File: src/tcc_pkg.sv
// tape cache command control: shared constants and types
// assumes a single 10 MHz clock domain and an AXI4-Lite master
package tcc_pkg;

    // ---------------------------------------------------------------
    // register byte offsets
    // ---------------------------------------------------------------
    localparam logic [7:0] ADDR_CMD    = 8'h00;
    localparam logic [7:0] ADDR_STAT   = 8'h04;
    localparam logic [7:0] ADDR_RESULT = 8'h08;
    localparam logic [7:0] ADDR_SENSE  = 8'h0C;
    localparam logic [7:0] ADDR_CFG    = 8'h10;

    // ---------------------------------------------------------------
    // command opcodes
    // ---------------------------------------------------------------
    localparam logic [3:0] OP_NOP      = 4'h0;
    localparam logic [3:0] OP_READ_FWD = 4'h1;
    localparam logic [3:0] OP_READ_BWD = 4'h2;
    localparam logic [3:0] OP_WRITE    = 4'h3;
    localparam logic [3:0] OP_WTM      = 4'h4;
    localparam logic [3:0] OP_DRAIN    = 4'h5;
    localparam logic [3:0] OP_SENSE    = 4'h6;
    localparam logic [3:0] OP_CSENSE   = 4'h7;
    localparam logic [3:0] OP_RESET    = 4'h8;
    localparam logic [3:0] OP_MODE_SET = 4'h9;
    localparam logic [3:0] OP_WRITE_EXT = 4'hA;
    localparam logic [3:0] OP_SPACE    = 4'hB;

    // ---------------------------------------------------------------
    // limits, field positions and answers
    // ---------------------------------------------------------------
    localparam logic [7:0] SENSE_MIN   = 8'h3B;   // 59 bytes
    localparam logic [8:0] MAX_RECS    = 9'h0FF;  // 255 records
    localparam logic [8:0] LONG_RECS   = 9'h001;
    localparam int         MS_LONG_BIT = 0;
    localparam int         MS_DATA_BIT = 1;
    localparam int         CFG_VAR_BIT = 0;
    localparam int         CFG_TM2_BIT = 1;
    localparam logic [1:0] RESP_OKAY   = 2'h0;
    localparam logic [1:0] RESP_SLVERR = 2'h2;

    typedef struct packed {
        logic [7:0] arg;
        logic [3:0] op;
    } tcc_cmd_t;

    typedef struct packed {
        logic corrected;
        logic bad;
    } tcc_rec_t;

    typedef enum logic [2:0] {
        ST_IDLE  = 3'b001,
        ST_FLUSH = 3'b010,
        ST_ALIGN = 3'b100
    } tcc_state_t;

endpackage : tcc_pkg

File: src/tcc_top.sv
// tape cache command control: command interpreter behind AXI4-Lite
// assumes tape engine strobes are synchronous to aclk, one per record
//
// Notes on behaviour
// - corrected read-ahead record flags correction on delivery; errors summed
// - unreadable read-ahead record still delivered, with data fault status
// - configured run of tape-mark writes (one or two) drains the cache
// - non-read command discards read-ahead and realigns; first variant no-op exempt
// - only forward read and write keep records; others align tape (here a first-variant no-op also keeps read-ahead)
// - long-record mode holds at most one record in cache
// - failed buffered write rejects next and later commands, sense excepted
// - sense reports count of records left unwritten in cache
// - mode set or extended write enters cache data mode, no tape
// - reject persists while no sense command has been issued
// - first variant sense must ask at least 59 bytes to count
// - sufficient sense followed by reset leaves the reject state
// - mode set chooses buffered or long-record operation
// - power-on mode follows the option switch
// - drain command writes all cached blocks before next command
// - buffered mode holds at most 255 records
//
// Our own choices: register access over AXI4-Lite and the address map.
module tcc_top #(
    parameter int REC_DEPTH = 256
) (
    input  wire logic        aclk,          // 10 MHz clock
    input  wire logic        aresetn,       // sync reset
    input  wire logic        awvalid,       // write address valid
    output logic             awready,       // write address ready
    input  wire logic [7:0]  awaddr,        // write byte address
    input  wire logic        wvalid,        // write data valid
    output logic             wready,        // write data ready
    input  wire logic [31:0] wdata,         // write data
    input  wire logic [3:0]  wstrb,         // byte enables
    output logic             bvalid,        // write response valid
    input  wire logic        bready,        // write response ready
    output logic [1:0]       bresp,         // write response
    input  wire logic        arvalid,       // read address valid
    output logic             arready,       // read address ready
    input  wire logic [7:0]  araddr,        // read byte address
    output logic             rvalid,        // read data valid
    input  wire logic        rready,        // read data ready
    output logic [31:0]      rdata,         // read data
    output logic [1:0]       rresp,         // read response
    input  wire logic        opt_long,      // power-on long-record switch
    input  wire logic        opt_tm_two,    // drain after two tape marks
    input  wire logic        opt_second,    // second interface variant
    input  wire logic        ra_valid,      // read-ahead record arrives
    output logic             ra_ready,      // cache takes read-ahead
    input  wire tcc_pkg::tcc_rec_t ra_stat, // read-ahead record status
    output logic             wr_avail,      // cached writes await tape
    input  wire logic        wr_done,       // one cached record written
    input  wire logic        wr_fail,       // write retries exhausted
    output logic             drain_req,     // write cache out to tape
    output logic             align_req,     // reposition to host position
    input  wire logic        align_done,    // repositioning finished
    output logic             tape_en        // tape motion allowed
);

    // ---------------------------------------------------------------
    // state
    // ---------------------------------------------------------------
    tcc_pkg::tcc_state_t st;
    tcc_pkg::tcc_state_t next_st;
    tcc_pkg::tcc_rec_t   rec_mem [REC_DEPTH];
    tcc_pkg::tcc_cmd_t   cmd;
    logic [7:0]  aw_addr;
    logic [31:0] w_data;
    logic        aw_hold;
    logic        w_hold;
    logic [7:0]  ar_addr;
    logic        strap_done;
    logic        long_mode;
    logic        cache_data;
    logic        variant2;
    logic        tm_two;
    logic        read_on;
    logic        reject_st;
    logic        sense_ok;
    logic [1:0]  tm_run;
    logic [8:0]  ra_cnt;
    logic [8:0]  wr_pend;
    logic [8:0]  unwritten;
    logic [7:0]  err_sum;
    logic [7:0]  wr_ptr;
    logic [7:0]  rd_ptr;
    logic [3:0]  result;
    logic        cmd_pend;
    logic        blocked;
    logic        exec;
    logic        normal;
    logic        deliver;
    logic        discard;
    logic        wr_acc;
    logic        tm_hit;
    logic        flush;
    logic        sense_go;
    logic        clr_go;
    logic        ra_take;
    logic        wr_full;

    function automatic logic [8:0] rec_limit(input logic lng);
        rec_limit = lng ? tcc_pkg::LONG_RECS : tcc_pkg::MAX_RECS;
    endfunction : rec_limit

    // ---------------------------------------------------------------
    // command decode
    // ---------------------------------------------------------------
    assign cmd      = tcc_pkg::tcc_cmd_t'({w_data[15:8], w_data[3:0]});
    assign cmd_pend = aw_hold && w_hold && !bvalid
                      && aw_addr == tcc_pkg::ADDR_CMD;
    assign wr_full  = wr_pend >= rec_limit(long_mode);
    assign ra_take  = ra_valid && ra_ready;

    always_comb begin
        blocked  = !cache_data && !reject_st
                   && ((cmd.op == tcc_pkg::OP_READ_FWD && ra_cnt == 9'h000)
                   || (cmd.op == tcc_pkg::OP_WRITE && wr_full));
        exec     = cmd_pend && st == tcc_pkg::ST_IDLE && !blocked;
        normal   = exec && !reject_st;
        deliver  = normal && !cache_data
                   && cmd.op == tcc_pkg::OP_READ_FWD;
        // no-op on the first variant leaves read-ahead alone
        discard  = normal && !cache_data && (ra_cnt != 9'h000 || read_on)
                   && cmd.op != tcc_pkg::OP_READ_FWD
                   && !(cmd.op == tcc_pkg::OP_NOP && !variant2);
        wr_acc   = normal && !cache_data && cmd.op == tcc_pkg::OP_WRITE;
        tm_hit   = cmd.op == tcc_pkg::OP_WTM
                   && (tm_two ? tm_run != 2'h0 : 1'b1);
        flush    = normal && !cache_data && wr_pend != 9'h000
                   && cmd.op != tcc_pkg::OP_WRITE
                   && cmd.op != tcc_pkg::OP_NOP
                   && !(cmd.op == tcc_pkg::OP_WTM && !tm_hit);
        sense_go = exec && reject_st
                   && ((cmd.op == tcc_pkg::OP_SENSE
                   && (variant2 || cmd.arg >= tcc_pkg::SENSE_MIN))
                   || (cmd.op == tcc_pkg::OP_CSENSE && variant2));
        clr_go   = exec && reject_st && sense_ok
                   && cmd.op == tcc_pkg::OP_RESET;
    end

    // ---------------------------------------------------------------
    // command sequencer
    // ---------------------------------------------------------------
    always_comb begin
        case (st)
            tcc_pkg::ST_IDLE: begin
                if (discard) begin
                    next_st = tcc_pkg::ST_ALIGN;
                end else if (flush) begin
                    next_st = tcc_pkg::ST_FLUSH;
                end else begin
                    next_st = tcc_pkg::ST_IDLE;
                end
            end
            tcc_pkg::ST_FLUSH: begin
                // a write failure strands the rest; stop draining
                if (wr_pend == 9'h000 || reject_st || wr_fail) begin
                    next_st = tcc_pkg::ST_IDLE;
                end else begin
                    next_st = tcc_pkg::ST_FLUSH;
                end
            end
            tcc_pkg::ST_ALIGN: begin
                next_st = align_done ? tcc_pkg::ST_IDLE : tcc_pkg::ST_ALIGN;
            end
            default: next_st = tcc_pkg::ST_IDLE;
        endcase
    end

    always_ff @(posedge aclk) begin
        if (!aresetn) begin
            st <= tcc_pkg::ST_IDLE;
        end else begin
            st <= next_st;
        end
    end

    assign drain_req = st == tcc_pkg::ST_FLUSH;
    assign align_req = st == tcc_pkg::ST_ALIGN;
    assign tape_en   = !cache_data;
    assign wr_avail  = wr_pend != 9'h000 && !cache_data;
    assign ra_ready  = read_on && !cache_data && wr_pend == 9'h000
                       && ra_cnt < rec_limit(long_mode);

    // ---------------------------------------------------------------
    // modes and options
    // ---------------------------------------------------------------
    always_ff @(posedge aclk) begin
        if (!aresetn) begin
            strap_done <= 1'b0;
            long_mode  <= 1'b0;
            cache_data <= 1'b0;
            variant2   <= 1'b0;
            tm_two     <= 1'b0;
        end else if (!strap_done) begin
            strap_done <= 1'b1;
            long_mode  <= opt_long;
            variant2   <= opt_second;
            tm_two     <= opt_tm_two;
        end else if (aw_hold && w_hold && !bvalid
                     && aw_addr == tcc_pkg::ADDR_CFG && wstrb[0]) begin
            variant2 <= w_data[tcc_pkg::CFG_VAR_BIT];
            tm_two   <= w_data[tcc_pkg::CFG_TM2_BIT];
        end else if (normal && !variant2
                     && cmd.op == tcc_pkg::OP_MODE_SET) begin
            long_mode  <= cmd.arg[tcc_pkg::MS_LONG_BIT];
            cache_data <= cmd.arg[tcc_pkg::MS_DATA_BIT];
        end else if (normal && variant2
                     && cmd.op == tcc_pkg::OP_WRITE_EXT) begin
            cache_data <= 1'b1;
        end
    end

    // ---------------------------------------------------------------
    // read-ahead cache
    // ---------------------------------------------------------------
    always_ff @(posedge aclk) begin
        if (!aresetn) begin
            read_on <= 1'b0;
            ra_cnt  <= 9'h000;
            wr_ptr  <= 8'h00;
            rd_ptr  <= 8'h00;
        end else if (discard) begin
            read_on <= 1'b0;
            ra_cnt  <= 9'h000;
            wr_ptr  <= 8'h00;
            rd_ptr  <= 8'h00;
        end else begin
            if (cmd_pend && !reject_st && !cache_data
                && st == tcc_pkg::ST_IDLE
                && cmd.op == tcc_pkg::OP_READ_FWD) begin
                read_on <= 1'b1;
            end
            if (ra_take) begin
                wr_ptr <= wr_ptr + 8'h01;
            end
            if (deliver) begin
                rd_ptr <= rd_ptr + 8'h01;
            end
            ra_cnt <= ra_cnt + {8'h00, ra_take} - {8'h00, deliver};
        end
    end

    always_ff @(posedge aclk) begin
        if (ra_take) begin
            rec_mem[wr_ptr] <= ra_stat;
        end
    end

    // ---------------------------------------------------------------
    // buffered writes and reject state
    // ---------------------------------------------------------------
    always_ff @(posedge aclk) begin
        if (!aresetn) begin
            wr_pend   <= 9'h000;
            unwritten <= 9'h000;
            reject_st <= 1'b0;
            sense_ok  <= 1'b0;
        end else begin
            if (wr_fail && wr_pend != 9'h000) begin
                // the fail wins over any clear in the same cycle
                wr_pend   <= 9'h000;
                unwritten <= wr_pend;
                reject_st <= 1'b1;
                sense_ok  <= 1'b0;
            end else begin
                wr_pend <= wr_pend + {8'h00, wr_acc}
                           - {8'h00, wr_done && wr_pend != 9'h000};
                if (clr_go) begin
                    reject_st <= 1'b0;
                    unwritten <= 9'h000;
                    sense_ok  <= 1'b0;
                end else if (sense_go) begin
                    sense_ok <= 1'b1;
                end
            end
        end
    end

    always_ff @(posedge aclk) begin
        if (!aresetn) begin
            tm_run <= 2'h0;
        end else if (normal) begin
            tm_run <= (cmd.op == tcc_pkg::OP_WTM && !tm_hit)
                      ? tm_run + 2'h1 : 2'h0;
        end
    end

    // ---------------------------------------------------------------
    // per-command status and error summary
    // ---------------------------------------------------------------
    always_ff @(posedge aclk) begin
        if (!aresetn) begin
            result <= 4'h0;
        end else if (exec) begin
            result[0] <= reject_st && !clr_go
                         && cmd.op != tcc_pkg::OP_SENSE
                         && cmd.op != tcc_pkg::OP_CSENSE;
            result[1] <= deliver && rec_mem[rd_ptr].corrected;
            result[2] <= deliver && rec_mem[rd_ptr].bad;
            result[3] <= sense_go;
        end
    end

    always_ff @(posedge aclk) begin
        if (!aresetn) begin
            err_sum <= 8'h00;
        end else if (ra_take && (ra_stat.corrected || ra_stat.bad)
                     && err_sum != 8'hFF) begin
            err_sum <= err_sum + 8'h01;
        end
    end

    // ---------------------------------------------------------------
    // AXI4-Lite slave
    // ---------------------------------------------------------------
    assign awready = !aw_hold && !bvalid;
    assign wready  = !w_hold && !bvalid;
    assign arready = !rvalid;

    always_ff @(posedge aclk) begin
        if (!aresetn) begin
            aw_hold <= 1'b0;
            w_hold  <= 1'b0;
            aw_addr <= 8'h00;
            w_data  <= 32'h0000_0000;
            bvalid  <= 1'b0;
            bresp   <= tcc_pkg::RESP_OKAY;
        end else begin
            if (awvalid && awready) begin
                aw_hold <= 1'b1;
                aw_addr <= awaddr;
            end
            if (wvalid && wready) begin
                w_hold <= 1'b1;
                w_data <= wdata;
            end
            // a command holds its response until it is executed
            if (aw_hold && w_hold && !bvalid
                && (aw_addr != tcc_pkg::ADDR_CMD || exec)) begin
                aw_hold <= 1'b0;
                w_hold  <= 1'b0;
                bvalid  <= 1'b1;
                bresp   <= (aw_addr == tcc_pkg::ADDR_CMD
                            || aw_addr == tcc_pkg::ADDR_CFG)
                           ? tcc_pkg::RESP_OKAY : tcc_pkg::RESP_SLVERR;
            end else if (bvalid && bready) begin
                bvalid <= 1'b0;
            end
        end
    end

    always_ff @(posedge aclk) begin
        if (!aresetn) begin
            rvalid  <= 1'b0;
            rdata   <= 32'h0000_0000;
            rresp   <= tcc_pkg::RESP_OKAY;
            ar_addr <= 8'h00;
        end else if (arvalid && arready) begin
            rvalid  <= 1'b1;
            ar_addr <= araddr;
            rresp   <= tcc_pkg::RESP_OKAY;
            case (araddr)
                tcc_pkg::ADDR_STAT: rdata <= {6'h00, wr_pend, ra_cnt,
                    3'h0, sense_ok, st != tcc_pkg::ST_IDLE, cache_data,
                    long_mode, reject_st};
                tcc_pkg::ADDR_RESULT: rdata <= {28'h0000000, result};
                tcc_pkg::ADDR_SENSE: rdata <= {8'h00, err_sum, 7'h00,
                    unwritten};
                tcc_pkg::ADDR_CFG: rdata <= {30'h00000000, tm_two,
                    variant2};
                tcc_pkg::ADDR_CMD: rdata <= 32'h0000_0000;
                default: begin
                    rdata <= 32'h0000_0000;
                    rresp <= tcc_pkg::RESP_SLVERR;
                end
            endcase
        end else if (rvalid && rready) begin
            rvalid <= 1'b0;
        end
    end

    // ---------------------------------------------------------------
    // checks
    // ---------------------------------------------------------------
    chk_ra_limit: assert property (@(posedge aclk) disable iff (!aresetn)
        ra_cnt <= rec_limit(long_mode) || $past(discard) == 1'b0
            && $past(long_mode) != long_mode)
        else $error("read-ahead count above mode limit");

    chk_buf_cap: assert property (@(posedge aclk) disable iff (!aresetn)
        ra_cnt <= tcc_pkg::MAX_RECS && wr_pend <= tcc_pkg::MAX_RECS)
        else $error("cache holds more than 255 records");

    chk_discard_al: assert property (@(posedge aclk) disable iff (!aresetn)
        discard |=> align_req && ra_cnt == 9'h000)
        else $error("discard did not clear cache and align");

    chk_drain_hold: assert property (@(posedge aclk) disable iff (!aresetn)
        drain_req && wr_pend != 9'h000 && !wr_fail |=> !exec)
        else $error("command executed during drain");

    chk_fail_rej: assert property (@(posedge aclk) disable iff (!aresetn)
        wr_fail && wr_pend != 9'h000 |=> reject_st
            && unwritten == $past(wr_pend))
        else $error("write failure did not enter reject");

    chk_rej_hold: assert property (@(posedge aclk) disable iff (!aresetn)
        reject_st && !clr_go |=> reject_st)
        else $error("reject left without sense and reset");

    chk_rej_answer: assert property (@(posedge aclk) disable iff (!aresetn)
        exec && reject_st && cmd.op == tcc_pkg::OP_WRITE
            && !sense_ok |=> result[0])
        else $error("command not rejected in reject state");

    chk_short_sense: assert property (@(posedge aclk) disable iff (!aresetn)
        exec && reject_st && !variant2 && cmd.op == tcc_pkg::OP_SENSE
            && cmd.arg < tcc_pkg::SENSE_MIN && !sense_ok
            |=> !sense_ok ##1 reject_st)
        else $error("short sense counted");

    chk_data_mode: assert property (@(posedge aclk) disable iff (!aresetn)
        cache_data |-> !ra_ready && !wr_avail && !wr_acc)
        else $error("tape used in cache data mode");

    chk_mark_drain: assert property (@(posedge aclk) disable iff (!aresetn)
        normal && cmd.op == tcc_pkg::OP_WTM && !tm_two && !cache_data
            && wr_pend != 9'h000 |=> drain_req)
        else $error("tape mark did not drain cache");

    chk_flag_fault: assert property (@(posedge aclk) disable iff (!aresetn)
        deliver && rec_mem[rd_ptr].bad |=> result[2])
        else $error("bad record delivered without fault");

endmodule : tcc_top

File: config.mk
export PLATFORM = sky130hd
export DESIGN_NAME = tcc_top
export DESIGN_NICKNAME = d
export VERILOG_FILES = /design/src/tcc_pkg.sv /design/src/tcc_top.sv
export SDC_FILE = /design/constraint.sdc
export NUM_CORES = 1
export LEC_CHECK = 0
export ABC_CLOCK_PERIOD_IN_PS = 5350
export BUFFER_PORTS_ARGS = -buffer_cell sky130_fd_sc_hd__buf_2
export CAP_MARGIN = 30
export CORE_ASPECT_RATIO = 0.75
export CORE_UTILIZATION = 28
export CTS_CLUSTER_DIAMETER = 30
export DETAILED_ROUTE_END_ITERATION = 10
export GPL_ROUTABILITY_DRIVEN = 0
export SETUP_SLACK_MARGIN = 0.2
export SLEW_MARGIN = 40
export SYNTH_ARGS = -nofsm -noshare
export SYNTH_HDL_FRONTEND = slang
export SYNTH_SLANG_ARGS = --single-unit
File: constraint.sdc
create_clock -name aclk -period 5.35 [get_ports aclk]
set_input_delay 0.535 -clock aclk [delete_from_list [all_inputs] [get_ports aclk]]
set_output_delay 0.535 -clock aclk [all_outputs]
set_load 0.02 [all_outputs]
==> Yosys cells after proc, flatten, opt, wreduce, memory -nomap -nowiden <==
Memories as Yosys holds them, arrays and structs flattened. A register that Yosys moved wholly into a read port is not among the register bits.
Index checks and enable logic that the tools add are counted.
{ "word_totals": {"wordCells": 201, "out_inout_bits": 46, "input_bits": 68, "ram_bits": 512, "regBits": 132, "mem_count": 1} }
{ "op_classes": {"bitwise_logic": 2, "n_reduce_logical": 103, "n_eq_ne": 25, "n_mux": 33, "n_lt_le_gt_ge": 3, "addsub": 8} }
{ "memory_table": {"columns": ["name", "depth", "word_bits", "rd", "rd_clocked_by_memory_dff", "wr", "line_no", "source"], "rows": [
  ["rec_mem", 256, 2, 1, 1, 1, "tcc_top.sv:65", "tcc_pkg::tcc_rec_t rec_mem [REC_DEPTH];"]
]} }
{ "op_table": {"columns": ["operator", "n"], "rows": [
  ["$pmux 26 s4", 1],
  ["$logic_and 1x1->1", 61],
  ["$add 8x1->8 const B", 3],
  ["$mux 8", 3],
  ["$mux 1", 19],
  ["$add 9x1->9", 2],
  ["$logic_not 9->1", 2],
  ["$mux 9", 2],
  ["$reduce_bool 9->1", 2],
  ["$sub 9x1->9", 2],
  ["$eq 8x4->1 const B", 2],
  ["$eq 8x5->1 const B", 2],
  ["$logic_not 8->1", 2],
  ["$eq 4x3->1 const B", 3],
  ["$eq 4x4->1 const B", 3],
  ["$logic_not 1->1", 12],
  ["$mux 2", 5],
  ["$reduce_bool 2->1", 5],
  ["$ge 9x9->1", 1],
  ["$logic_or 1x1->1", 9],
  ["$lt 9x8->1", 1],
  ["$pmux 3 s3", 1],
  ["$eq 8x3->1 const B", 1],
  ["$ge 8x6->1 const B", 1],
  ["other kinds (23)", 29]
]} }

==> Depth between registers and ports, before layout <==
{ "depth": {"depth_word": 16, "ltp_mapped": 21, "ltp_nobuf": 21} }

==> Least setup slack after synthesis <==
No wires, ideal clock.
{ "synth_path": {"kind": "register to register", "startpoint": "register long_mode", "endpoint": "register wr_pend[8]", "t_arrival_ps": 4075, "stages_incl_launch_ff": 22, "path_slack_ps": 1148, "setup_time_ps": 126, "t_required_ps": 5224, "path_buffers": 0, "period_less_slack_ps": 4202, "cell_sequence": "dfxtp_1 ha_1 a21o_1 a21o_1 a211o_1 a21oi_1 nor2_1 nor2_1 nand4_1 ha_1 inv_1 ha_1 inv_1 fa_1 nand2b_1 a21oi_1 o21ai_0 a21oi_1 o21ai_0 a21oi_1 or3_1 a21oi_1"} }
{ "synth_via": {"elab_chain_len": 12} }
{ "synth_lines": {"columns": ["element", "line_no", "source"], "rows": [
  ["start: declaration", "tcc_top.sv:73", "logic long_mode;"],
  ["start signal: assignment", "tcc_top.sv:198", "long_mode <= opt_long;"],
  ["start signal: assignment", "tcc_top.sv:207", "long_mode <= cmd.arg[tcc_pkg::MS_LONG_BIT];"],
  ["$mux 8", "tcc_top.sv:103", "rec_limit = lng ? tcc_pkg::LONG_RECS : tcc_pkg::MAX_RECS;"],
  ["$ge 9x9->1", "tcc_top.sv:112", "assign wr_full = wr_pend >= rec_limit(long_mode);"],
  ["$logic_and 1x1->1", "tcc_top.sv:118", "|| (cmd.op == tcc_pkg::OP_WRITE && wr_full));"],
  ["$logic_or 1x1->1", "tcc_top.sv:118", null],
  ["$logic_and 1x1->1", "tcc_top.sv:117", "&& ((cmd.op == tcc_pkg::OP_READ_FWD && ra_cnt == 9'h000)"],
  ["$logic_not 1->1", "tcc_top.sv:119", "exec = cmd_pend && st == tcc_pkg::ST_IDLE && !blocked;"],
  ["$logic_and 1x1->1", "tcc_top.sv:119", null],
  ["$logic_and 1x1->1", "tcc_top.sv:120", "normal = exec && !reject_st;"],
  ["$logic_and 1x1->1 (2 in a row)", "tcc_top.sv:127", "wr_acc = normal && !cache_data && cmd.op == tcc_pkg::OP_WRITE;"],
  ["$add 9x1->9", "tcc_top.sv:268", "wr_pend <= wr_pend + {8'h00, wr_acc}"],
  ["$sub 9x1->9", "tcc_top.sv:269", "- {8'h00, wr_done && wr_pend != 9'h000};"],
  ["end signal: assignment", "tcc_top.sv:268", null],
  ["end: declaration", "tcc_top.sv:82", "logic [8:0] wr_pend;"]
]} }
Every way passes these cells.
A chain may end at the register's enable or synchronous reset.

==> Worst setup path after layout <==
Ends and elaborated chain as after synthesis.

==> flow_summary.json <==
{
  "outcome": "completed",
  "synth-edff-count": 512,
  "drive_above_1_share_pct": 19.31,
  "synth_warnings": 0,
  "synthToLayoutAreaGrowth_pct": 20.88,
  "vias": 17350,
  "ir_worst_vdd_mv": 0.2916,
  "r2r-end": "wr_pend[8]$_SDFF_PP0_",
  "rows": 99,
  "antenna_found_initial": 0,
  "worstSetupPathType": "flop to flop",
  "report.final.slew_viol_count": 0,
  "tns_ps": 0,
  "hold_start": "rready",
  "cts_buffer_depth": 3,
  "nets": 2246,
  "startpoint": "long_mode$_SDFFE_PN0P_",
  "cts_max_level": 3,
  "crit_top_cell": "a21oi_1",
  "regToRegSetupSlack_ps": 600,
  "post-dp-hpwl_um": 41920,
  "ys_async_sr_fraction_pct": 0,
  "cp_cell_sequence": "ha_1 -> a21o_1 -> a21o_1 -> a211o_1 -> a21oi_2 -> nor2_1 -> nor2_1 -> nand4_1 -> ha_1 -> inv_1 -> ha_1 -> inv_1 -> fa_1 -> nand2b_1 -> a21oi_1 -> o21ai_0 -> a21oi_1 -> o21ai_0 -> a21oi_1 -> or3_1 -> a21oi_1",
  "layout_setup_ws_ps": 598.9,
  "ys_types": 78,
  "regToRegStartpoint": "long_mode$_SDFFE_PN0P_",
  "timing.fmax_ghz": 0.2105,
  "initial_utilization_pct": 28.27,
  "ys_seq_area_share_pct": 65.18,
  "cts.reportedPaths.clkPinSlew_ps": 50,
  "setup_viol": 0,
  "wl_um": 68330,
  "clkLatencyLatePin_ps": 660,
  "power_leakage_uw": 0.01061,
  "synth_top_family_by_area": "multiplexers",
  "post-route-min-period_ps": 4751,
  "die_w_um": 364.0,
  "synth_top_area_cell": "edfxtp_1",
  "power.total_uw": 13590,
  "root_buffer": "clkbuf_16",
  "dpl_worst_slack_ps": 603.0,
  "critPathLaunchType": "flop",
  "avgSynthCellArea_um2": 13.64,
  "path_max_fanout": 9,
  "synth_top_cell_area_share_pct": 55.87,
  "dr.pass1.iters": 5,
  "grt_pass1_wl_um": 104700,
  "clock_skew_ps": 34.66,
  "dp.cells": 3326,
  "yosys.area_share.simple_pct": 10.43,
  "relSlewSlack_pct": 43.90,
  "cp_slowest_cell": "dfxtp_1",
  "drtIter0Drc": 1554,
  "die_area_um2": 99560,
  "post_synth_instance_area_um2": 27520,
  "synth_flop_cell": "edfxtp_1",
  "core_um2": 97360,
  "hold_ws_ps": 62.42,
  "r2r_cells": 21,
  "grt_max_degree": 164,
  "synthAdderAreaFrac_pct": 2.191,
  "synth_area_leaders": "edfxtp_1 56%, dfxtp_1 9.3%, mux4_2 5.8%",
  "hold_path_depth": 2,
  "synthMuxAreaShare_pct": 11.32,
  "vias_per_cell": 4.895,
  "crit_required_ps": 5870,
  "finalCritPeriodShare_pct": 88.81,
  "io_pins": 114,
  "rsz0062_at_grt": "no",
  "die_h_um": 273.5,
  "ys_ff_latch": 640,
  "cts_tree": "done",
  "diodes": 0,
  "cts_sinks": 640,
  "portBuffers": 82,
  "track_usage_pct": 13.65,
  "holdCritPathClass": "input port to flop",
  "wl_per_cell_um": 19.28,
  "grt_overflow": 0,
  "cp-end-kind": "flop",
  "grt_pass1_vias": 17660,
  "worst_pin_slew_ps": 839.1,
  "p_per_area_nw_per_um2": 408.6,
  "fin_cells": 3545,
  "whs_endpoint": "rvalid$_SDFFE_PN0P_",
  "postCtsSetupBuffers": 0,
  "numCtsBuffers": 116,
  "hold_viol_final": 0,
  "crit_arrival_ps": 5270,
  "synth-compound-area-share_pct": 6.547,
  "n_fill_cell": 9420,
  "maxCapViolCount": 0,
  "ant_nets": 0,
  "slowest_delay_ps": 620,
  "synthCells": 2017,
  "drc": 0,
  "synth_xor_area_share_pct": 0.9229
}
[layer usage]
| layer | up-vias | global-route usage [%] | wire length, um | part of all wire [%] |
|---|---|---|---|---|
| met5 | - | 0 | 0 | 0 |
| met3 | 111 | 2.925 | 5098 | 7.5 |
| met2 | 622 | 21.10 | 31210 | 46 |
| met1 | 8782 | 19.07 | 30550 | 45 |
| met4 | 0 | 4.219 | 1480 | 2.2 |
| li1 | 7837 | - | - | - |
[kinds of logic after synthesis]
group / count (synthesis)
other: 1
buffers and inverters: 173
AOI/OAI and AO/OA: 269
adders and majority gates: 47
and+or+nand+nor: 651
xor gates and xnor gates: 29
DFF: 640
muxes: 207
[worst max-delay path by stage]
stage                            endpoint  slack (ps)  cells after the start
finish              wr_pend[8]$_SDFF_PP0_         600                     21
global route         ra_cnt[8]$_SDFF_PP0_         290                     19
CTS                 wr_pend[8]$_SDFF_PP0_         550                     21
detailed placement  wr_pend[8]$_SDFF_PP0_         600                     21
global placement    wr_pend[8]$_SDFF_PP0_         650                     21
floorplan           wr_pend[8]$_SDFF_PP0_        1150                     21
[cell type report]
cell class	count	area (um2)	area share, %
Clock buffer	132	3069	9.226
Sequential cell	640	17950	53.95
Clock inverter	87	959.7	2.885
Timing Repair Buffer	117	738.2	2.219
Inverter	45	171.4	0.5153
Multi-Input combinational cell	1211	8736	26.26
Tap cell	1313	1643	4.939
[where the power goes]
part / switching [uW] / internal, uW
logic: 407 / 258
clock network: 2600 / 4800
registers: 94.6 / 5440
total: 3100 / 10500
[cell usage in the layout (no fill, tap or decap), types with 22 or more instances in the layout]
master,instances
mux2i_1,121
nand2_1,108
inv_1,44
nor3_1,27
a221oi_1,34
nand3_1,32
edfxtp_1,512
buf_4,30
ha_1,45
nor2_1,373
clkbuf_16,121
a21oi_1,80
dfxtp_1,123
mux4_2,71
o21ai_0,49
a22oi_1,24
clkinv_2,22
buf_2,80
[synthesized netlist by cell type, drive strengths merged (3+ instances only)]
library cell / n
a21oi: 81
nor4b: 4
a2111oi: 3
ha: 45
o21ai: 50
mux2: 6
or4: 4
and2: 4
xnor2: 19
edfxtp: 512
nand2: 109
o211ai: 4
buf: 59
or2: 3
nand4: 12
o21bai: 8
nor2b: 17
o2111ai: 3
a21o: 6
or3: 6
a22oi: 24
nor4: 9
or2b: 4
nor3b: 10
nand3: 35
inv: 45
clkbuf: 69
o31ai: 3
a22o: 7
nor2: 374
a211oi: 12
and3: 7
a221oi: 36
nor3: 29
mux4: 80
xor2: 10
o32ai: 3
nand2b: 11
a31oi: 10
nand3b: 5
a221o: 5
mux2i: 121
dfxtp: 128
[flip-flops by register name (all words and copies together) (netlist names), 3 cells and up, named ones only]
signal     flops
wr_ptr         8
rec_mem      512
aw_addr        8
unwritten      9
rd_ptr         8
st             3
err_sum        8
result         4
rdata         26
wr_pend        9
w_data        12
ra_cnt         9
[timing repair]
action	CTS	global route
hold buffers	0	0
resized for setup	0	2
setup endpoints to repair	0	2
[through the flow]
step,utilization (%),cell area (um2)
floorplan,-,27550
global placement,29.95,29160
detailed placement,30.00,29210
CTS,34.14,33230
global route,34.17,33270
finish,34.17,33270
[critical path, delay by kind of cell, from the launching register on]
kind	cells	cell delay, ps
adders and majority gates	4	1230
buffers and inverters	2	120
AOI/OAI and AO/OA	10	1850
DFF	1	620
and+or+nand+nor	5	770
No activity file was read; power rests on OpenSTA's default activity.
